`src/shared/thermal_pg_pkg.sv`:
```
// Shared constants and types for the thermal threshold and rail-good register bank.
// Assumes a serial-bus engine elsewhere turns host transfers into register requests.
`default_nettype none
package thermal_pg_pkg;
  // Register byte addresses
  localparam logic [7:0] THRESH_ADDR = 8'h0e;
  localparam logic [7:0] STATUS_ADDR = 8'h0f;
  localparam logic [7:0] SILICON_REVISION_ID_ADDR = 8'h10;
  // Reset values
  localparam logic [7:0] THRESH_RESET = 8'h78;
  localparam logic [7:0] STATUS_RESET = 8'h00;
  // Threshold fields
  localparam int COLD_MSB = 7;
  localparam int COLD_LSB = 4;
  localparam int HOT_MSB = 3;
  localparam int HOT_LSB = 0;
  // Code-to-degree offsets
  localparam logic signed [7:0] COLD_BASE_C = -8'sd7;
  localparam logic signed [7:0] HOT_BASE_C = 8'sd42;
  // Status bit positions
  localparam int BOOST_BIT = 7;
  localparam int POS_GATE_BIT = 6;
  localparam int INVERT_BIT = 5;
  localparam int POS_SRC_BIT = 4;
  localparam int NEG_GATE_BIT = 3;
  localparam int NEG_SRC_BIT = 1;
  // Revision fields
  localparam int MAJOR_MSB = 7;
  localparam int MAJOR_LSB = 6;
  localparam int MINOR_MSB = 5;
  localparam int MINOR_LSB = 4;
  localparam int VERSION_MSB = 3;
  localparam int VERSION_LSB = 0;
  localparam int NUM_RAILS = 6;

  typedef struct packed {
    logic wr;
    logic rd;
    logic [7:0] addr;
    logic [7:0] wdata;
  } reg_req_t;

  typedef struct packed {
    logic pos_boost_good;
    logic pos_gate_pump_good;
    logic inverting_converter_good;
    logic pos_source_reg_good;
    logic neg_gate_pump_good;
    logic neg_source_reg_good;
  } rail_good_t;
endpackage
`default_nettype wire

```
`src/design/rail_sync.sv`:
```
// Three-stage synchroniser with agreement filter for asynchronous rail-good levels.
// Assumes inputs come straight from analog comparators, unrelated to sys_clk.
`default_nettype none
module rail_sync #(
  parameter int WIDTH = 6
) (
  input wire logic sys_clk,
  input wire logic rst,
  input wire logic [WIDTH-1:0] async_in,
  output logic [WIDTH-1:0] sync_out
);
  logic [WIDTH-1:0] meta_ff;
  logic [WIDTH-1:0] s2_ff;
  logic [WIDTH-1:0] s3_ff;
  logic [WIDTH-1:0] held_ff;
  logic [WIDTH-1:0] agree;

  // A change is accepted only once two later stages agree, filtering single glitches
  genvar i;
  generate
    for (i = 0; i < WIDTH; i++) begin : g_bit
      assign agree[i] = (s2_ff[i] == s3_ff[i]);
    end
  endgenerate

  // One process owns every stage, so no flop vector has several writers
  always_ff @(posedge sys_clk) begin
    if (rst) begin
      meta_ff <= {WIDTH{1'b0}};
      s2_ff <= {WIDTH{1'b0}};
      s3_ff <= {WIDTH{1'b0}};
      held_ff <= {WIDTH{1'b0}};
    end else begin
      meta_ff <= async_in;
      s2_ff <= meta_ff;
      s3_ff <= s2_ff;
      held_ff <= (held_ff & ~agree) | (s3_ff & agree);
    end
  end

  assign sync_out = held_ff;
endmodule // rail_sync
`default_nettype wire

```
`src/design/thermal_threshold_powergood_regs.sv`:
```
// Thermal alarm thresholds, rail-good status, power-good pin and revision register.
// Assumes a serial-bus engine on sys_clk issues register requests and temperature
// readings arrive as a one-cycle strobe with a signed whole-degree value.
`default_nettype none
module thermal_threshold_powergood_regs
  import thermal_pg_pkg::*;
#(
  // Arbitrary neutral value, not tied to any real part
  parameter logic [1:0] MAJOR_REV = 2'h1,
  parameter logic [1:0] MINOR_REV = 2'h0,
  parameter logic [3:0] VERSION_CODE = 4'h3
) (
  input wire logic sys_clk,
  input wire logic rst,
  input wire reg_req_t reg_req,
  output logic [7:0] reg_rdata,
  output logic reg_rvalid,
  input wire logic temp_done,
  input wire logic signed [7:0] temp_value,
  input wire rail_good_t rail_good_async,
  output logic cold_alarm,
  output logic hot_alarm,
  output logic rail_good_output_o,
  output logic rail_good_output_oe_n
);
  logic [7:0] thresh_ff;
  logic [7:0] nxt_thresh;
  logic [7:0] rdata_ff;
  logic [7:0] nxt_rdata;
  logic rvalid_ff;
  logic cold_ff;
  logic hot_ff;
  logic pg_oe_n_ff;
  logic [NUM_RAILS-1:0] rails_sync;
  rail_good_t rails;
  logic [7:0] status_word;
  logic [7:0] silicon_revision_id_word;
  logic signed [7:0] cold_deg;
  logic signed [7:0] hot_deg;
  logic cold_hit;
  logic hot_hit;
  logic all_gate_src_good;
  logic [2:0] reg_sel;
  logic sel_thresh;
  logic sel_status;
  logic sel_silicon_revision_id;
  logic wr_thresh;
  logic rd_strobe;
  logic [3:0] cold_code;
  logic [3:0] hot_code;
  logic cold_event;
  logic hot_event;

  // One-hot register select shared by the write path and the read mux
  function automatic logic [2:0] decode_addr(input logic [7:0] addr);
    logic [2:0] sel;
    sel = 3'h0;
    sel[0] = (addr == THRESH_ADDR);
    sel[1] = (addr == STATUS_ADDR);
    sel[2] = (addr == SILICON_REVISION_ID_ADDR);
    return sel;
  endfunction

  // Codes are unsigned, so they are zero-extended before the signed offset is added
  function automatic logic signed [7:0] code_to_deg(input logic [3:0] code,
                                                    input logic signed [7:0] base);
    return $signed({4'h0, code}) + base;
  endfunction

  // Rail-good levels come from analog comparators, so they are synchronised first
  rail_sync #(
    .WIDTH(NUM_RAILS)
  ) u_rail_sync (
    .sys_clk(sys_clk),
    .rst(rst),
    .async_in(rail_good_async),
    .sync_out(rails_sync)
  );
  assign rails = rail_good_t'(rails_sync);

  always_comb begin
    status_word = STATUS_RESET;
    status_word[BOOST_BIT] = rails.pos_boost_good;
    status_word[POS_GATE_BIT] = rails.pos_gate_pump_good;
    status_word[INVERT_BIT] = rails.inverting_converter_good;
    status_word[POS_SRC_BIT] = rails.pos_source_reg_good;
    status_word[NEG_GATE_BIT] = rails.neg_gate_pump_good;
    status_word[NEG_SRC_BIT] = rails.neg_source_reg_good;
  end

  always_comb begin
    silicon_revision_id_word = 8'h00;
    silicon_revision_id_word[MAJOR_MSB:MAJOR_LSB] = MAJOR_REV;
    silicon_revision_id_word[MINOR_MSB:MINOR_LSB] = MINOR_REV;
    silicon_revision_id_word[VERSION_MSB:VERSION_LSB] = VERSION_CODE;
  end

  assign reg_sel = decode_addr(reg_req.addr);
  assign sel_thresh = reg_sel[0];
  assign sel_status = reg_sel[1];
  assign sel_silicon_revision_id = reg_sel[2];
  assign wr_thresh = reg_req.wr & sel_thresh;
  assign rd_strobe = reg_req.rd;

  assign nxt_thresh = wr_thresh ? reg_req.wdata : thresh_ff;

  // Unmapped addresses read as zero rather than aliasing
  // A read in the same cycle as a write returns the old threshold
  assign nxt_rdata = sel_thresh ? thresh_ff :
                     sel_status ? status_word :
                     sel_silicon_revision_id ? silicon_revision_id_word : 8'h00;

  assign cold_code = thresh_ff[COLD_MSB:COLD_LSB];
  assign hot_code = thresh_ff[HOT_MSB:HOT_LSB];
  assign cold_deg = code_to_deg(cold_code, COLD_BASE_C);
  assign hot_deg = code_to_deg(hot_code, HOT_BASE_C);
  assign cold_hit = temp_value <= cold_deg;
  assign hot_hit = temp_value >= hot_deg;
  assign cold_event = temp_done & cold_hit;
  assign hot_event = temp_done & hot_hit;

  assign all_gate_src_good = rails.pos_gate_pump_good & rails.pos_source_reg_good &
                             rails.neg_gate_pump_good & rails.neg_source_reg_good;

  always_ff @(posedge sys_clk) begin
    if (rst) begin
      thresh_ff <= THRESH_RESET;
    end else begin
      thresh_ff <= nxt_thresh;
    end
  end

  // Answer strobe stands for exactly one cycle after each read
  always_ff @(posedge sys_clk) begin
    if (rst) begin
      rvalid_ff <= 1'b0;
    end else begin
      rvalid_ff <= rd_strobe;
    end
  end

  // Read data holds until the next read, so a slow host can pick it up late
  always_ff @(posedge sys_clk) begin
    if (rst) begin
      rdata_ff <= 8'h00;
    end else if (rd_strobe) begin
      rdata_ff <= nxt_rdata;
    end
  end

  // Alarms are pulses; latching them is left to the interrupt logic outside
  // cold alarm pulse
  always_ff @(posedge sys_clk) begin
    if (rst) begin
      cold_ff <= 1'b0;
    end else begin
      cold_ff <= cold_event;
    end
  end

  always_ff @(posedge sys_clk) begin
    if (rst) begin
      hot_ff <= 1'b0;
    end else begin
      hot_ff <= hot_event;
    end
  end

  always_ff @(posedge sys_clk) begin
    if (rst) begin
      pg_oe_n_ff <= 1'b0;
    end else begin
      pg_oe_n_ff <= all_gate_src_good;
    end
  end

  assign reg_rdata = rdata_ff;
  assign reg_rvalid = rvalid_ff;
  assign cold_alarm = cold_ff;
  assign hot_alarm = hot_ff;
  // Open-drain: only ever drives low, so the data output is a constant zero
  assign rail_good_output_o = 1'b0;
  assign rail_good_output_oe_n = pg_oe_n_ff;
endmodule // thermal_threshold_powergood_regs
`default_nettype wire

```
`config.mk`:
```
export PLATFORM = sky130hd
export DESIGN_NAME = thermal_threshold_powergood_regs
export DESIGN_NICKNAME = d
export VERILOG_FILES = /design/src/shared/thermal_pg_pkg.sv /design/src/design/rail_sync.sv /design/src/design/thermal_threshold_powergood_regs.sv
export SDC_FILE = /design/constraint.sdc
export NUM_CORES = 1
export LEC_CHECK = 0
export ABC_AREA = 1
export BUFFER_PORTS_ARGS = -buffer_cell sky130_fd_sc_hd__buf_4
export CORE_ASPECT_RATIO = 0.7
export CORE_MARGIN = 8
export CORE_UTILIZATION = 25
export CTS_CLUSTER_SIZE = 24
export DETAILED_ROUTE_END_ITERATION = 7
export GPL_TIMING_DRIVEN = 0
export SKIP_CTS_REPAIR_TIMING = 1
export SLEW_MARGIN = 20
export SYNTH_ARGS = -nofsm -noshare
export SYNTH_HDL_FRONTEND = slang
export SYNTH_SLANG_ARGS = --single-unit
```
`constraint.sdc`:
```
create_clock -name sys_clk -period 3.7 [get_ports sys_clk]
set_clock_uncertainty 0.15 [all_clocks]
set_input_delay 0.74 -clock sys_clk [delete_from_list [all_inputs] [get_ports sys_clk]]
set_output_delay 0.74 -clock sys_clk [all_outputs]
set_load 0.02 [all_outputs]
```
==> flow_metrics.env <==
export IMPL_finalWorstPathRequiredPeriod_ps=1840
export IMPL_timing_final_hold_violations=0
export IMPL_sort_of_element_at_the_end_of_the_critical_path="flop"
export IMPL_area_of_the_multi_input_gates_um2=907
export IMPL_synth_sequential_area_ratio_pct=43.7
export IMPL_share_seq_of_total_power_pct=44.4
export IMPL_synth_fp_nets=328
export IMPL_setup_worst_path_class="reg2reg"
export IMPL_gpl_final_weighted_congestion=0.740
export IMPL_overflow=0
export IMPL_maxCapViolCount=0
export IMPL_critPathBufInv=1
export IMPL_syn_area_mm2=0.00202
export IMPL_detail_route_wl_per_cell_um=11.2
export IMPL_leakagePower_nw=1.32
export IMPL_worst_r2r_setup_slack_ps=1860
export IMPL_via_count=1752
export IMPL_ff_latch_area_um2=881
export IMPL_power_net_switching_w=0.000251
export IMPL_mean_cell_area_of_the_mapped_netlist_um2=7.25
export IMPL_number_of_enable_type_register_cells_in_the_synthesized_netlist=0
export IMPL_synth_cells_most_frequent="sky130_fd_sc_hd__nor2_1, sky130_fd_sc_hd__nand2_1, sky130_fd_sc_hd__inv_1"
export IMPL_switching_share_pct=22.6
export IMPL_cts_root_buf="sky130_fd_sc_hd__clkbuf_16"
export IMPL_fill_cells=854
export IMPL_p_comb_share_pct=9.7
export IMPL_detail_route_antenna_nets=0
export IMPL_cts_inserted_buffers=5
export IMPL_floorplan_die_area_mm2=0.0112
export IMPL_rr_endpoint="hot_alarm"
export IMPL_final_cells=432
export IMPL_synth_top_area_share_pct=43.7
export IMPL_detailedPlacementHpwl_um=3950
export IMPL_pin_count=48
export IMPL_drt_drc_violations_left=0
export IMPL_routed_wl_um=4840
export IMPL_setup_worst_path_start_class="flop"
export IMPL_die_h_um=91.1
export IMPL_wire_length_of_the_first_global_routing_pass_um=7950
export IMPL_cts_root_to_sink_buffers=2
export IMPL_grt_max_degree=16
export IMPL_endpoint_of_the_most_critical_setup_path="hot_alarm"
export IMPL_cts_sink_count=44
export IMPL_placementRows=27
export IMPL_area_inside_the_core_boundary_mm2=0.00784
export IMPL_timing_final_setup_violations=0
export IMPL_crit_path_max_fanout=5
export IMPL_grt_usage_pct=8.93
export IMPL_avgViaCountPerCell=4.06
export IMPL_n_antenna_cell=0
export IMPL_netlist_instances=278
export IMPL_port_buffer_count=45
export IMPL_arrival_ps=1850
export IMPL_synthToLayoutAreaGrowth_pct=31.5
export IMPL_p_int_w=0.000860
export IMPL_portion_of_total_power_attributed_to_the_clock_network_pct=45.8
export IMPL_tritoncts="built"
export IMPL_fin_crit_sh_pct=49.8
export IMPL_final_max_slew_violation_count=0
export IMPL_rsz0062_at_grt="false"
export IMPL_async_reset_ff_share_pct=0
export IMPL_fmax_mhz=542
export IMPL_nets=380
export IMPL_number_of_synthesized_register_bits=44
export IMPL_htree_num_levels=2
export IMPL_startpoint_of_the_most_critical_setup_path="thresh_ff[1]"
export IMPL_crit_path_max_incr_delay_ps=420
export IMPL_critical_path_most_common_cell="sky130_fd_sc_hd__nand2_1"
export IMPL_yosysTopAreaCell="sky130_fd_sc_hd__dfxtp_1"
export IMPL_worst_ir_drop_vdd_mv=0.203
export IMPL_run_status="finished, final reports clean"
export IMPL_crit_slowest_cell="sky130_fd_sc_hd__dfxtp_1"
export IMPL_synth_warning_count=0
export IMPL_min_delay_path_class="reg2reg"
export IMPL_ys_top_cells_by_area="sky130_fd_sc_hd__dfxtp_1, sky130_fd_sc_hd__nor2_1, sky130_fd_sc_hd__nand2_1"
export IMPL_critical_path_depth=13
export IMPL_dr_pass1_iters=4
export IMPL_dr_first_iter_drc_count=78
export IMPL_ys_dominant_reg_cell="sky130_fd_sc_hd__dfxtp_1"
export IMPL_fraction_of_layout_instances_using_a_drive_strength_above_1_pct=18.7
export IMPL_totalNegativeSetupSlack_ps=0
export IMPL_cp_data_required_time_ps=3710
export IMPL_p_total_w=0.00111
export IMPL_synth_unique_cells=26
export IMPL_timing_reg2reg_worst_path_depth=13
export IMPL_clk_transition_reported_paths_ps=70
export IMPL_dp_cells=424
export IMPL_grt_pass1_vias=1691
export IMPL_power_density_mw_per_mm2=419
export IMPL_synth_most_common_cell="sky130_fd_sc_hd__nor2_1"
export IMPL_floorplan_initialDensity_pct=25.7
export IMPL_die_width_um=123
export IMPL_critPathTopFamily="simple AND/OR/NAND/NOR gates"
export IMPL_antenna_found_initial=0
export IMPL_worstPathCellList="ha_1 > xor2_1 > ha_1 > nand2_1 > inv_1 > nand2_1 > nand2_1 > nand2_1 > nand2_1 > nand2_1 > nand2_1 > nand2_1 > nor2_1"
export IMPL_worstReg2RegStart="thresh_ff[1]"
export IMPL_clkLatencyLatePin_ps=290
[cell families (layout without fill, tap and decap cells)]
family / after synthesis / after routing / synth area share, %
buffers and inverters: 57 / 110 / 11.3
XOR/XNOR: 3 / 3 / 1.30
flip-flops: 44 / 44 / 43.7
other: 1 / 1 / 0.186
adder cells (fa/ha/maj): 15 / 15 / 9.31
AO/OA/AOI/OAI: 31 / 31 / 8.26
AND/OR/NAND/NOR: 127 / 127 / 25.9
[layer usage]
| metal | vias to the layer above | share of wire, % | GRT usage [%] |
|---|---|---|---|
| met1 | 754 | 50 | 12.0 |
| met3 | 2 | 7.2 | 3.90 |
| li1 | 953 | - | - |
| met4 | 0 | 0.39 | 2.10 |
| met2 | 43 | 42 | 12.8 |
| met5 | - | 0 | 0 |
[layout make-up]
cell class	count	area share, %
well taps	101	4.77
multi-input cells	177	34.2
clock buffers	5	4.72
flip-flops and latches	44	33.2
plain buffers	7	1.51
inverters	50	7.08
clock inverters	3	1.75
repair buffers	45	12.7
[through the flow]
stage	instance area, µm²	util (%)	hold slack (ps)	worst slack (ps)
2_1_floorplan	2020	-	238	1870
3_3_place_gp	2480	31.6	240	1650
3_5_place_dp	2480	31.6	243	1640
4_1_cts	2650	33.8	253	1830
5_1_grt	2650	33.8	268	1680
6_report	2650	33.8	253	1860
[how the worst min path moves through the flow]
stage	from	endpoint	slack, ps	depth (start not counted)
2_1_floorplan	u_rail_sync.meta_ff[0]	u_rail_sync.s2_ff[0]	240	2
3_3_place_gp	u_rail_sync.meta_ff[5]	u_rail_sync.s2_ff[5]	240	2
3_5_place_dp	u_rail_sync.meta_ff[0]	u_rail_sync.s2_ff[0]	240	2
4_1_cts	u_rail_sync.meta_ff[0]	u_rail_sync.s2_ff[0]	250	2
5_1_grt	u_rail_sync.meta_ff[0]	u_rail_sync.s2_ff[0]	270	2
6_report	u_rail_sync.meta_ff[0]	u_rail_sync.s2_ff[0]	250	2
[tightest hold or removal path: stages, from the launching register on]
cell and delay (ps):
sky130_fd_sc_hd__dfxtp_1 300, sky130_fd_sc_hd__inv_1 40, sky130_fd_sc_hd__nor2_1 30
[cells in the final DEF (no fill, tap or decap), types with 3 or more instances in the layout]
master,n
sky130_fd_sc_hd__nor2_1,56
sky130_fd_sc_hd__ha_1,15
sky130_fd_sc_hd__clkbuf_16,5
sky130_fd_sc_hd__o21ai_1,3
sky130_fd_sc_hd__nand3_1,10
sky130_fd_sc_hd__buf_4,46
sky130_fd_sc_hd__nand4_1,3
sky130_fd_sc_hd__inv_1,50
sky130_fd_sc_hd__dfxtp_1,44
sky130_fd_sc_hd__o21ai_0,10
sky130_fd_sc_hd__a21oi_1,14
sky130_fd_sc_hd__nand2_1,52
[power by group through the flow]
stage / combinational [W] / clock, W / sequential, W
after floorplan: 0.0000488 / 0 / 0.000510
after global placement: 0.000108 / 0 / 0.000504
after detailed placement: 0.000110 / 0 / 0.000505
after CTS: 0.000110 / 0.000520 / 0.000494
after global routing: 0.000122 / 0.000543 / 0.000495
final: 0.000108 / 0.000509 / 0.000494
Note: power is estimated with default switching activity, not from simulation.
